[src/pfs_pkg.sv]
/*
  Package for the port four to six pin function select block.
  Holds register offsets, reset values, widths and the packed carriers
  that group a serial unit's pin controls and a port's pin drive.
*/
`default_nettype none
package pfs_pkg;

  // Widths of the three ports; port five has seven shared bits.
  localparam int PORT4_W = 8;
  localparam int PORT5_W = 7;
  localparam int PORT6_W = 8;

  // Byte addresses of the word-aligned registers.
  localparam logic [5:0] OFS_P4_DATA = 6'h00;
  localparam logic [5:0] OFS_P4_DIR = 6'h04;
  localparam logic [5:0] OFS_P5_DATA = 6'h08;
  localparam logic [5:0] OFS_P5_DIR = 6'h0C;
  localparam logic [5:0] OFS_P6_DATA = 6'h10;
  localparam logic [5:0] OFS_P6_DIR = 6'h14;
  localparam logic [5:0] OFS_ANALOG_EN = 6'h18;
  localparam logic [5:0] OFS_P4_PINS = 6'h1C;
  localparam logic [5:0] OFS_P5_PINS = 6'h20;
  localparam logic [5:0] OFS_P6_PINS = 6'h24;

  // Reset values: all pins inputs, latches low, port six in port use.
  localparam logic [7:0] RST_DATA = 8'h00;
  localparam logic [7:0] RST_DIR = 8'h00;
  localparam logic [7:0] RST_ANALOG_EN = 8'h00;

  // Shared bit positions on port four.
  localparam int P4_UART_CLK = 4;
  localparam int P4_UART_TX = 5;
  localparam int P4_EXT_TX = 6;
  localparam int P4_EXT_CLK = 7;

  // Shared bit positions on port five.
  localparam int P5_EXT_RX = 0;
  localparam int P5_IRQ_LO = 1;
  localparam int P5_ADC_TRIG = 5;
  localparam int P5_TIMER_EVT = 6;

  // Output controls a serial unit presents to its two shared pins.
  typedef struct packed {
    logic clk_out;
    logic clk_oe;
    logic tx_out;
    logic tx_oe;
  } pfs_ser_s;

  // Drive of an eight-bit port: level and output enable per bit.
  typedef struct packed {
    logic [7:0] out;
    logic [7:0] oe;
  } pfs_pin_s;

endpackage
`default_nettype wire
[src/pfs_pin_select.sv]
/*
  Pin function select for ports four, five and six: port registers, the
  analog input enable register, and the steering of each shared port four and six pin
  between port use and its peripheral, with an Avalon-MM register slave.
  Assumes pin inputs synchronous to core_clk, a synchronous active-high
  reset, and peripherals that present their own output enables.

*/
`timescale 1ns/10ps
`default_nettype none
module pfs_pin_select #(
  parameter int ADDR_W = 6
) (
  input wire logic core_clk,
  input wire logic reset,
  input wire logic [ADDR_W-1:0] avs_address,
  input wire logic avs_read,
  input wire logic avs_write,
  input wire logic [31:0] avs_writedata,
  input wire logic [3:0] avs_byteenable,
  output logic [31:0] avs_readdata,
  output logic avs_waitrequest,
  input wire pfs_pkg::pfs_ser_s second_uart,
  input wire pfs_pkg::pfs_ser_s ext_serial,
  input wire logic [7:0] port_four_pin_in,
  output var pfs_pkg::pfs_pin_s port_four_pin,
  input wire logic [6:0] port_five_pin_in,
  output logic [6:0] port_five_pin_out,
  output logic [6:0] port_five_pin_oe,
  input wire logic [7:0] port_six_pin_in,
  output var pfs_pkg::pfs_pin_s port_six_pin,
  output logic [7:0] analog_channel_connect,
  output logic second_uart_clock_in,
  output logic ext_serial_clock_in,
  output logic ext_serial_rx_pin,
  output logic [3:0] ext_irq_inputs_four_to_seven,
  output logic adc_start_trigger_pin,
  output logic reload_timer_zero_event_pin
);
  import pfs_pkg::*;

  // The decoder compares against six-bit offsets, so narrower buses cannot reach the map.
  if (ADDR_W < 6) begin : g_bad_addr
    $error("pfs_pin_select: ADDR_W must be at least 6");
  end

  logic [7:0] p4_data;
  logic [7:0] p4_dir;
  logic [6:0] p5_data;
  logic [6:0] p5_dir;
  logic [7:0] p6_data;
  logic [7:0] p6_dir;
  logic [7:0] analog_en;
  logic [7:0] p4_in_q;
  logic [6:0] p5_in_q;
  logic [7:0] p6_in_q;
  logic [5:0] ofs;
  logic bus_req;
  logic wr_take;
  logic [31:0] next_readdata;

  assign ofs = avs_address[5:0];
  assign bus_req = avs_read | avs_write;
  // A write lands only at the edge where the master sees waitrequest low.
  assign wr_take = avs_write & ~avs_waitrequest & avs_byteenable[0];

  // Waitrequest idles high and drops for one cycle per request, so every
  // access completes on the second edge; this keeps all outputs registered.
  always_ff @(posedge core_clk) begin
    if (reset) begin
      avs_waitrequest <= 1'b1;
    end else if (bus_req && avs_waitrequest) begin
      avs_waitrequest <= 1'b0;
    end else begin
      avs_waitrequest <= 1'b1;
    end
  end

  // Read data is decoded from the address; unmapped offsets read as zero.
  always_comb begin
    next_readdata = 32'h0000_0000;
    case (ofs)
      OFS_P4_DATA: next_readdata[7:0] = p4_data;
      OFS_P4_DIR: next_readdata[7:0] = p4_dir;
      OFS_P5_DATA: next_readdata[6:0] = p5_data;
      OFS_P5_DIR: next_readdata[6:0] = p5_dir;
      OFS_P6_DATA: next_readdata[7:0] = p6_data;
      OFS_P6_DIR: next_readdata[7:0] = p6_dir;
      OFS_ANALOG_EN: next_readdata[7:0] = analog_en;
      OFS_P4_PINS: next_readdata[7:0] = p4_in_q;
      OFS_P5_PINS: next_readdata[6:0] = p5_in_q;
      OFS_P6_PINS: next_readdata[7:0] = p6_in_q;
      default: next_readdata = 32'h0000_0000;
    endcase
  end

  // Read data is captured while waitrequest is high and stands through the completing edge.
  always_ff @(posedge core_clk) begin
    if (reset) begin
      avs_readdata <= 32'h0000_0000;
    end else if (avs_read && avs_waitrequest) begin
      avs_readdata <= next_readdata;
    end
  end

  // Port data and direction registers; a direction bit of one means output.
  always_ff @(posedge core_clk) begin
    if (reset) begin
      p4_data <= RST_DATA;
      p4_dir <= RST_DIR;
      p5_data <= RST_DATA[6:0];
      p5_dir <= RST_DIR[6:0];
      p6_data <= RST_DATA;
      p6_dir <= RST_DIR;
    end else if (wr_take) begin
      case (ofs)
        OFS_P4_DATA: p4_data <= avs_writedata[7:0];
        OFS_P4_DIR: p4_dir <= avs_writedata[7:0];
        OFS_P5_DATA: p5_data <= avs_writedata[6:0];
        OFS_P5_DIR: p5_dir <= avs_writedata[6:0];
        OFS_P6_DATA: p6_data <= avs_writedata[7:0];
        OFS_P6_DIR: p6_dir <= avs_writedata[7:0];
        default: p4_data <= p4_data;
      endcase
    end
  end

  // Analog input enable: a one hands the port six pin to the converter.
  always_ff @(posedge core_clk) begin
    if (reset) begin
      analog_en <= RST_ANALOG_EN;
    end else if (wr_take && ofs == OFS_ANALOG_EN) begin
      analog_en <= avs_writedata[7:0];
    end
  end

  // Pin levels are sampled once so every consumer sees the same value.
  always_ff @(posedge core_clk) begin
    if (reset) begin
      p4_in_q <= 8'h00;
      p5_in_q <= 7'h00;
      p6_in_q <= 8'h00;
    end else begin
      p4_in_q <= port_four_pin_in;
      p5_in_q <= port_five_pin_in;
      p6_in_q <= port_six_pin_in;
    end
  end

  // Port four: low nibble is plain port; each upper bit yields to its
  // peripheral while that peripheral enables its output. The port latch
  // keeps its value meanwhile and returns when the peripheral lets go.
  always_ff @(posedge core_clk) begin
    if (reset) begin
      port_four_pin.out <= 8'h00;
      port_four_pin.oe <= 8'h00;
    end else begin
      port_four_pin.out[3:0] <= p4_data[3:0];
      port_four_pin.oe[3:0] <= p4_dir[3:0];
      port_four_pin.out[P4_UART_CLK] <= second_uart.clk_oe ? second_uart.clk_out
                                                           : p4_data[P4_UART_CLK];
      port_four_pin.oe[P4_UART_CLK] <= second_uart.clk_oe | p4_dir[P4_UART_CLK];
      port_four_pin.out[P4_UART_TX] <= second_uart.tx_oe ? second_uart.tx_out
                                                         : p4_data[P4_UART_TX];
      port_four_pin.oe[P4_UART_TX] <= second_uart.tx_oe | p4_dir[P4_UART_TX];
      port_four_pin.out[P4_EXT_TX] <= ext_serial.tx_oe ? ext_serial.tx_out
                                                       : p4_data[P4_EXT_TX];
      port_four_pin.oe[P4_EXT_TX] <= ext_serial.tx_oe | p4_dir[P4_EXT_TX];
      port_four_pin.out[P4_EXT_CLK] <= ext_serial.clk_oe ? ext_serial.clk_out
                                                         : p4_data[P4_EXT_CLK];
      port_four_pin.oe[P4_EXT_CLK] <= ext_serial.clk_oe | p4_dir[P4_EXT_CLK];
    end
  end

  // Clock pins are two-way: the sampled level feeds the serial units for
  // external clock operation.
  always_ff @(posedge core_clk) begin
    if (reset) begin
      second_uart_clock_in <= 1'b0;
      ext_serial_clock_in <= 1'b0;
    end else begin
      second_uart_clock_in <= p4_in_q[P4_UART_CLK];
      ext_serial_clock_in <= p4_in_q[P4_EXT_CLK];
    end
  end

  // Port five is always a port; the input-only peripherals just listen.
  // Nothing stops an output direction, so a peripheral then hears the
  // port's own drive, which is why software must select input there.
  always_ff @(posedge core_clk) begin
    if (reset) begin
      port_five_pin_out <= 7'h00;
      port_five_pin_oe <= 7'h00;
      ext_serial_rx_pin <= 1'b0;
      ext_irq_inputs_four_to_seven <= 4'h0;
      adc_start_trigger_pin <= 1'b0;
      reload_timer_zero_event_pin <= 1'b0;
    end else begin
      port_five_pin_out <= p5_data;
      port_five_pin_oe <= p5_dir;
      ext_serial_rx_pin <= p5_in_q[P5_EXT_RX];
      ext_irq_inputs_four_to_seven <= p5_in_q[P5_IRQ_LO +: 4];
      adc_start_trigger_pin <= p5_in_q[P5_ADC_TRIG];
      reload_timer_zero_event_pin <= p5_in_q[P5_TIMER_EVT];
    end
  end

  // Port six, one slice per bit: analog use connects the channel and
  // withdraws the port driver; port use restores data and direction.
  for (genvar i = 0; i < PORT6_W; i++) begin : g_p6
    always_ff @(posedge core_clk) begin
      if (reset) begin
        analog_channel_connect[i] <= 1'b0;
        port_six_pin.out[i] <= 1'b0;
        port_six_pin.oe[i] <= 1'b0;
      end else begin
        analog_channel_connect[i] <= analog_en[i];
        port_six_pin.out[i] <= p6_data[i];
        port_six_pin.oe[i] <= p6_dir[i] & ~analog_en[i];
      end
    end
  end

endmodule
`default_nettype wire

[config.mk]
export PLATFORM = sky130hd
export DESIGN_NAME = pfs_pin_select
export DESIGN_NICKNAME = d
export VERILOG_FILES = /design/src/pfs_pkg.sv /design/src/pfs_pin_select.sv
export SDC_FILE = /design/constraint.sdc
export NUM_CORES = 1
export LEC_CHECK = 0
export CORE_MARGIN = 2
export CORE_UTILIZATION = 48
export DETAILED_ROUTE_END_ITERATION = 8
export DONT_BUFFER_PORTS = 1
export GPL_ROUTABILITY_DRIVEN = 1
export HOLD_SLACK_MARGIN = 0.03
export PLACE_DENSITY = 0.65
export SKIP_LAST_GASP = 1
export SLEW_MARGIN = 15
export SYNTH_ARGS = -nofsm -noshare
export SYNTH_HDL_FRONTEND = slang
export SYNTH_SLANG_ARGS = --single-unit
[constraint.sdc]
create_clock -name core_clk -period 1.73 [get_ports core_clk]
set_input_delay 0.2595 -clock core_clk [delete_from_list [all_inputs] [get_ports core_clk]]
set_output_delay 0.2595 -clock core_clk [all_outputs]
set_load 0.03 [all_outputs]
### Word-level counts from Yosys, hierarchy flattened

Index checks and enable logic that the tools add are counted.

* flip-flop bits (word level): 149
* input bits: 77

* reduce and logical (&&, ||, !) cells: 10
* equality and inequality tests: 9
* multiplexer cells: 7
* bitwise logic cells: 24

Operators by type and width (number)
* 7-bit case mux with 10 select lines: 1
* 6-bit by 5-bit == test with 1-bit output, second input constant: 4
* 6-bit by 4-bit == test with 1-bit output, second input constant: 2
* 6-bit == test, second input constant: 2
* 2-bit AND reduction: 6
* 1-bit AND: 10
* 1-bit inverter: 9
* 1-bit case mux with 7 select lines: 1
* 6-bit by 3-bit == test with 1-bit output, second input constant: 1
* 6-bit logical NOT: 1
* 1-bit 2-to-1 mux: 5
* 1-bit OR: 5
* 1-bit logical AND: 3

### Logic depth before layout (Yosys ltp)

Gate-level depths: netlist of the first run.

* depth in word-level cells: 4
* depth in mapped cells: 6
* mapped depth without buffers: 4

### Least setup slack after synthesis of the first run

No wires, ideal clock.

* kind: input to register
* start: input port avs_address[5]
* end: register p4_data[3]
* path slack: -0.160 ns
* library setup time: 0.128 ns
* data required time: 1.602 ns
* arrival: 1.762 ns
* stages: 6
* cell sequence: buf_2 > or4_1 > buf_6 > nor4_4 > mux2i_1 > nor2_1

* longest elaborated chain between the ends: 2

Ends and longest elaborated chain
* start, declared: line pfs_pin_select.sv:16 `input wire logic [ADDR_W-1:0] avs_address,`
* 6-bit logical NOT: line pfs_pin_select.sv:116 `case (ofs)`
* 2-bit AND reduction (no line)
* end signal, assigned: line pfs_pin_select.sv:117 `OFS_P4_DATA: p4_data <= avs_writedata[7:0];`
* end signal, assigned: line pfs_pin_select.sv:123 `default: p4_data <= p4_data;`
* end, declared: line pfs_pin_select.sv:47 `logic [7:0] p4_data;`

No other way between the ends.
A chain may end at the register's enable or synchronous reset.

### Worst setup path in the final report of the first run

* start: register avs_waitrequest
* end: register avs_readdata[0]

* longest elaborated chain between the ends: 1

Ends and longest elaborated chain
* start, declared: line pfs_pin_select.sv:22 `output logic avs_waitrequest,`
* start signal, assigned: line pfs_pin_select.sv:71 `avs_waitrequest <= 1'b1;`
* start signal, assigned: line pfs_pin_select.sv:73 `avs_waitrequest <= 1'b0;`
* start signal, assigned: line pfs_pin_select.sv:75 `avs_waitrequest <= 1'b1;`
* 1-bit logical AND: line pfs_pin_select.sv:101 `end else if (avs_read && avs_waitrequest) begin`
* end signal, assigned: line pfs_pin_select.sv:102 `avs_readdata <= next_readdata;`
* end, declared: line pfs_pin_select.sv:21 `output logic [31:0] avs_readdata,`

No other way between the ends.

==> results of run 1 <==
## worst paths after layout
| check | from | endpoint | slack [ns] | cells after the start |
|---|---|---|---|---|
| max | avs_waitrequest | avs_readdata[0] | 0.19 | 4 |
| min | reset | avs_readdata[7] | 0.13 | 3 |
| max reg2reg | avs_waitrequest | avs_readdata[0] | 0.19 | 4 |
| min reg2reg | analog_en[5] | port_six_pin[5] | 0.47 | 1 |
## metrics by stage
stage | setup TNS [ns] | cell area (um^2) | cells | power (uW) | setup WS [ns]
2_1_floorplan | -1.498 | 5614 | 514 | 3893 | -0.1163
3_3_place_gp | -0.1875 | 5710 | 625 | 3805 | -0.05039
3_5_place_dp | -0.4023 | 5710 | 625 | 3808 | -0.1022
4_1_cts | 0 | 7325 | 747 | 8185 | 0.2030
5_1_grt | 0 | 7325 | 747 | 8373 | 0.06662
6_report | 0 | 7327 | 748 | 8142 | 0.1882
## what timing repair did
| item | CTS | global route |
|---|---|---|
| gates resized for setup | 0 | 0 |
| hold buffers | 91 | 0 |
| endpoints found under the hold margin | 148 | 0 |
## critical path: stages (launching register included)
cell and delay (ns):
dfxtp_1 0.33, buf_4 0.18, nand2_1 0.29, a222oi_1 0.47, a221oi_1 0.12
## kinds of logic after synthesis
logic type,synth area share [%]
mux,16.83
other cells,0.06805
buf+inv,5.495
compound gates,4.451
simple gates,19.03
flops,54.13
## layer usage
layer	wire [um]	GRT usage (%)	vias up	part of all wire, %
met5	30	0	-	0.23
met4	281	9.877	4	2.1
met3	876	8.147	28	6.6
met2	6262	35.54	115	47
met1	5861	27.86	1859	44
li1	-	-	1840	-
## cell type report
type                    count  area, um^2
well taps                 143       178.9
flip-flops and latches    149        2983
repair buffers            109        1151
multi-input cells         312        2315
fillers                   899        3994
inverters                   3       11.26
diodes                      1       2.502
clock buffers              21       460.4
clock inverters            10       225.2
## report_power, final
group          internal, uW  switching (uW)
clock network          2910            1350
logic                   151             192
registers              3480            54.6
total                  6540            1600
## cell usage in the layout, fill, tap and decap left out, types with 3 or more instances in the layout
| cell type | synthesis | layout |
|---|---|---|
| a221oi_1 | 7 | 7 |
| a222oi_1 | 4 | 4 |
| a22oi_1 | 6 | 6 |
| buf_12 | 0 | 7 |
| buf_4 | 24 | 11 |
| bufinv_16 | 0 | 7 |
| clkbuf_16 | 0 | 17 |
| clkinv_2 | 0 | 3 |
| conb_1 | 1 | 24 |
| dfxtp_1 | 149 | 149 |
| dlygate4sd3_1 | 0 | 90 |
| inv_1 | 3 | 3 |
| mux2_2 | 3 | 3 |
| mux2i_1 | 60 | 60 |
| mux4_2 | 13 | 13 |
| nand2_1 | 11 | 11 |
| nor2_1 | 70 | 70 |
| nor2b_1 | 71 | 71 |
| nor3_4 | 5 | 5 |
| nor3b_1 | 8 | 8 |
| o21ai_0 | 4 | 4 |
==> impl_results.md, run 1 <==
* Max-slew violation count at 0
* Fraction of synthesized cell area taken by the top area cell type at ~54%
* Number of I/O pins at 173
* Largest net degree at the start of global routing at 77
* Height of the die at between 100 and 150 um
* Die outline area at 12350 um^2
* Worst hold slack at between 0.1 and 0.15 ns
* Synth-to-Final Area Change at 32.97%
* Post-synthesis instance total at 491
* Number of enable flip-flop cells after synthesis at 0
* Fraction of registers with async set or reset after synthesis at 0%
* Buffer depth of the longest clock path at 2
* #FFs+latches synth at 149
* Leading post-synthesis cells by cell area: dfxtp_1, mux2i_1, nor2b_1
* Overall fraction of global-route tracks in use at 22.52%
* Maximum VDD drop at 0.7101 mV
* Leading cell types by count after synthesis: dfxtp_1, nor2b_1, nor2_1
* Critical path data arrival time at 1.82 ns
* Power per standard cell area at 1111 nW/um^2
* Master cell of the clock root buffer: clkbuf_16
* Wire length of the first global-routing pass at around 21000 um
* Fraction of layout instances using a drive strength above 1 at 12.58%
* Unrepaired setup endpoints after global routing: no
* Clk_lat worst skew at 0.43 ns
* Half-perimeter wire length of the detailed placement result at 7808 um
* Capturing element type of the critical path: register
* Sequential cell area fraction in the yosys report at 54.13%
* Post-detailed-route DRC marker count at 0
* Number of DRC violations after detailed-routing iteration 0 at between 150 and 200
* Number of levels in the clock H-tree at 4
* Setup violation total in the final timing report at 0
* Post-Syn Area per Cell at approximately 11 um^2
* First-pass DRT Iterations at 4
* Num Clock Sinks at 149
* Final wirelength at between 10000 and 15000 um
* Biggest area consumer among synthesized cells: dfxtp_1
* Final nets at ~670
* Total clock buffers created by CTS at 17
* Global route overflow at 0
* Clock-pin slew reported for the worst setup and hold paths after clock tree synthesis at 0.06 ns
* Nature of the critical path startpoint: register
* Worst Setup Path Type: reg2reg
* I/O Buffers at 0
* Mean routed wirelength per cell at 17.80 um
* Vias in the first global route at around 4000
* Path type of the worst min-delay path: in2reg
* Antenna-violating nets left at 0
* Peak clock frequency supported by timing at between 0.6 and 0.7 GHz
* Vias after detailed routing at a little under 4000
* Number of vias per cell after detailed routing at a little over 5
* Most used flip-flop cell after synthesis: dfxtp_1
* Hold Vio Cnt, Final at 0
* Final core occ at roughly 65%
* Cell with the most instances after synthesis: dfxtp_1
* Core outline area at 11320 um^2
* Post-synth design cell area at 5510 um^2
* Site Rows at 39
* Starting utilization of the core area at 48.67%
* Required arrival time at the worst endpoint at 2.01 ns
* Number of antenna violations at the first check in global routing at 3
* Number of distinct standard cells referenced by the synthesized netlist at approximately 40
* Fin Clk Skew at 0.01650 ns
* Leakage component of the power at 0.002922 uW
* Count of yosys warnings during synthesis at 0
* Final critical-path required period at 1.542 ns
* Maximum capacitance violations at 0
* Period utilization at 89.12%
* Final RePlAce weighted congestion at between 0.8 and 0.9
* Critical-path maximum fanout at 14
* Result of the run: finished, final reports clean
* TritonCTS clock tree: done
* Post CTS Setup Buffer Count at 0
* Die Width at ~110 um
(Power assumes the default switching activity.)
==> run 2: changes to the inputs <==
--- a/config.mk
+++ b/config.mk
@@ -6,12 +6,12 @@
 export NUM_CORES = 1
 export LEC_CHECK = 0
 export CORE_MARGIN = 2
-export CORE_UTILIZATION = 48
+export CORE_UTILIZATION = 56
 export DETAILED_ROUTE_END_ITERATION = 8
 export DONT_BUFFER_PORTS = 1
 export GPL_ROUTABILITY_DRIVEN = 1
 export HOLD_SLACK_MARGIN = 0.03
-export PLACE_DENSITY = 0.65
+export PLACE_DENSITY = 0.74
 export SKIP_LAST_GASP = 1
 export SLEW_MARGIN = 15
 export SYNTH_ARGS = -nofsm -noshare
==> run 2 against run 1 <==
Net effect: cell area is 1.4% lower; critical endpoint is now avs_readdata[4]; largest cell class unchanged; cell count decreased by 1.7%; clock-buffer cell count fell by 1; critical path depth did not move; critical path type unchanged; combinational power is 1% higher; highest routed layer is now met4; worst setup slack got worse by 0.039 ns; total power shrank 3.7%; clock skew down 0.011 ns; via count rose by 2.8%; register-to-register slack worse by 0.04 ns; utilization rose by 10 points.
==> impl_results.md, run 2 (same netlist as run 1, synthesis figures left out) <==
* Post-Layout Cell Count at 735 (was 748)
* Clk_lat worst skew at 0.53 ns (was 0.43 ns)
* Setup Slack @ Placement at -0.07172 ns (was -0.1022 ns)
* Count of fill cells added during filler insertion at 665 (was 899)
* Final nets at 664 (was 669)
* Stages on worst setup path at 4 (unchanged)
* Maximum capacitance violations at 0 (unchanged)
* Endpoint of the worst-slack reg-to-reg timing path: avs_readdata[4] (was avs_readdata[0])
* Biggest cell delay along the critical path at 0.47 ns (about the same)
* Startpoint of the worst register-to-register path: avs_waitrequest (unchanged)
* Half-perimeter wire length of the detailed placement result at 7734 um (was 7808 um)
* Fin Clk Skew at 0.005836 ns (was 0.01650 ns)
* Post-detailed-route DRC marker count at 0 (unchanged)
* Number of levels in the clock H-tree at 4 (unchanged)
* Largest net degree at the start of global routing at 82 (was 77)
* Critical-path maximum fanout at 14 (unchanged)
* First-pass DRT Iterations at 5 (was 4)
* Die outline area at 10650 um^2 (was 12350 um^2)
* Maximum VDD drop at 0.7849 mV (was 0.7101 mV)
* Required arrival time at the worst endpoint at 2.12 ns (was 2.01 ns)
* Cell-by-cell trace of the critical path: buf_4, nand2_1, a222oi_1, a221oi_1 (unchanged)
* Mean routed wirelength per cell at 18.30 um (was 17.80 um)
* Worst reg2reg setup slack at 0.15 ns (was 0.19 ns)
* Buffer depth of the longest clock path at 2 (unchanged)
* Site Rows at 36 (was 39)
* Max-slew violation count at 0 (unchanged)
* Path type of the worst min-delay path: in2reg (unchanged)
* Number of vias per cell after detailed routing at 5.378 (was 5.142)
* Final RePlAce weighted congestion at 0.8189 (was 0.8026)
* Die Width at 103.2 um (was 111.1 um)
* Number of I/O pins at 173 (unchanged)
* Launch point of the critical path: avs_waitrequest (unchanged)
* Final critical-path required period at 1.580 ns (was 1.542 ns)
* Hold Vio Cnt, Final at 0 (unchanged)
* TritonCTS clock tree: done (unchanged)
* Top delay family on crit path: compound AO/OA/AOI/OAI gates (unchanged)
* Number of antenna violations at the first check in global routing at 2 (was 3)
* Slack of the critical path at 0.1496 ns (was 0.1882 ns)
* Worst Setup Path Type: reg2reg (unchanged)
* Worst hold slack at 0.03485 ns (was 0.1267 ns)
* I/O Buffers at 0 (unchanged)
* Worst-case reg-to-reg path depth at 4 (unchanged)
* Global route overflow at 0 (unchanged)
* Cell total after placement at 613 (was 625)
* Peak clock frequency supported by timing at 0.6327 GHz (was 0.6486 GHz)
* Capturing element type of the critical path: register (unchanged)
* Result of the run: finished, final reports clean (unchanged)
* Setup violation total in the final timing report at 0 (unchanged)
* Area used by multi-input combinational logic at 2315 um^2 (unchanged)
* Leakage component of the power at 0.002856 uW (was 0.002922 uW)
* Final wirelength at 13450 um (was 13310 um)
* Master cell of the clock root buffer: clkbuf_8 (was clkbuf_16)
* Area taken by flip-flops and latches at 2983 um^2 (unchanged)
* Commonest non-fill, non-tap cell in the layout: dfxtp_1 (unchanged)
* Most frequent cells in the layout: dfxtp_1, dlygate4sd3_1, nor2b_1 (unchanged)
* Overall fraction of global-route tracks in use at 26.21% (was 22.52%)
* Period utilization at 91.35% (was 89.12%)
* Height of the die at 103.2 um (was 111.1 um)
* Nature of the critical path startpoint: register (unchanged)
* Vias in the first global route at 3884 (was 3891)
* Slowest CP cell: a222oi_1 (unchanged)
* Setup TNS at 0 ns (unchanged)
* Vias after detailed routing at 3953 (was 3846)
* Fraction of layout instances using a drive strength above 1 at 12.50% (was 12.58%)
* Starting utilization of the core area at 57.17% (was 48.67%)
* Number of DRC violations after detailed-routing iteration 0 at 187 (was 178)
* Power per standard cell area at 1086 nW/um^2 (was 1111 nW/um^2)
* End point of the critical path: avs_readdata[4] (was avs_readdata[0])
* Wire length of the first global-routing pass at 20600 um (was 21360 um)
* Synth-to-Final Area Change at 31.09% (was 32.97%)
* Core outline area at 9639 um^2 (was 11320 um^2)
* Total clock buffers created by CTS at 17 (unchanged)
* Sum of internal, switching and leakage power at 7843 uW (was 8142 uW)
* Post CTS Setup Buffer Count at 0 (unchanged)
* Critical path data arrival time at 1.97 ns (was 1.82 ns)
* Antenna-violating nets left at 0 (unchanged)
* Clock-pin slew reported for the worst setup and hold paths after clock tree synthesis at 0.06 ns (about the same)
* Unrepaired setup endpoints after global routing: no (unchanged)
* Num Clock Sinks at 149 (unchanged)
* Worst path bufs/invs at 1 (unchanged)
-- run 2: how the worst min path moves through the flow --
stage                   startpoint          endpoint  slack, ns  cells past startpoint
floorplan           second_uart[2]  port_four_pin[4]       0.38                      2
global placement             reset        p6_data[0]       0.34                      1
detailed placement           reset        p4_in_q[6]       0.34                      1
CTS                 avs_address[4]   avs_readdata[7]       0.03                      4
global route        avs_address[5]   avs_readdata[7]       0.05                      3
finish              avs_address[5]   avs_readdata[7]       0.03                      3
-- run 2: power breakdown --
group | internal (uW) | switching (uW) | leakage [uW]
clock network | 2530 | 1430 | 0.000305
registers | 3480 | 56.9 | 0.00121
logic | 153 | 195 | 0.00134
-- run 2: cell type report --
class / instances / area share [%]
sequential: 149 / 41.30
multi-input combinational: 312 / 32.05
timing repair buffer: 104 / 15.31
clock buffer: 20 / 6.028
clock inverter: 12 / 2.789
tap: 133 / 2.304
inverter: 3 / 0.1559
antenna: 2 / 0.06929
-- run 2: timing repair --
item                      in CTS  in global routing
hold endpoints to repair     149                  0
hold buffers                  88                  0
gates resized for setup        0                  0
-- run 2: stage by stage --
step,utilization (%),area [um^2]
finish,74.94,7223
global route,74.91,7221
CTS,74.88,7218
detailed placement,58.96,5683
global placement,58.96,5683
floorplan,-,5614
-- run 2: routing by layer --
metal | global-route usage, % | vias to the layer above | part of all wire [%]
met1 | 32.53 | 1933 | 41
met3 | 9.610 | 21 | 8.1
li1 | - | 1832 | -
met2 | 42.31 | 167 | 50
met5 | 0 | - | 0
met4 | 9.312 | 0 | 1.5
-- run 2: worst reg2reg max path, cell delays in order (launching register included) --
cell and delay [ns]:
dfxtp_1 0.35, buf_4 0.20, nand2_1 0.30, a222oi_1 0.47, a221oi_1 0.13
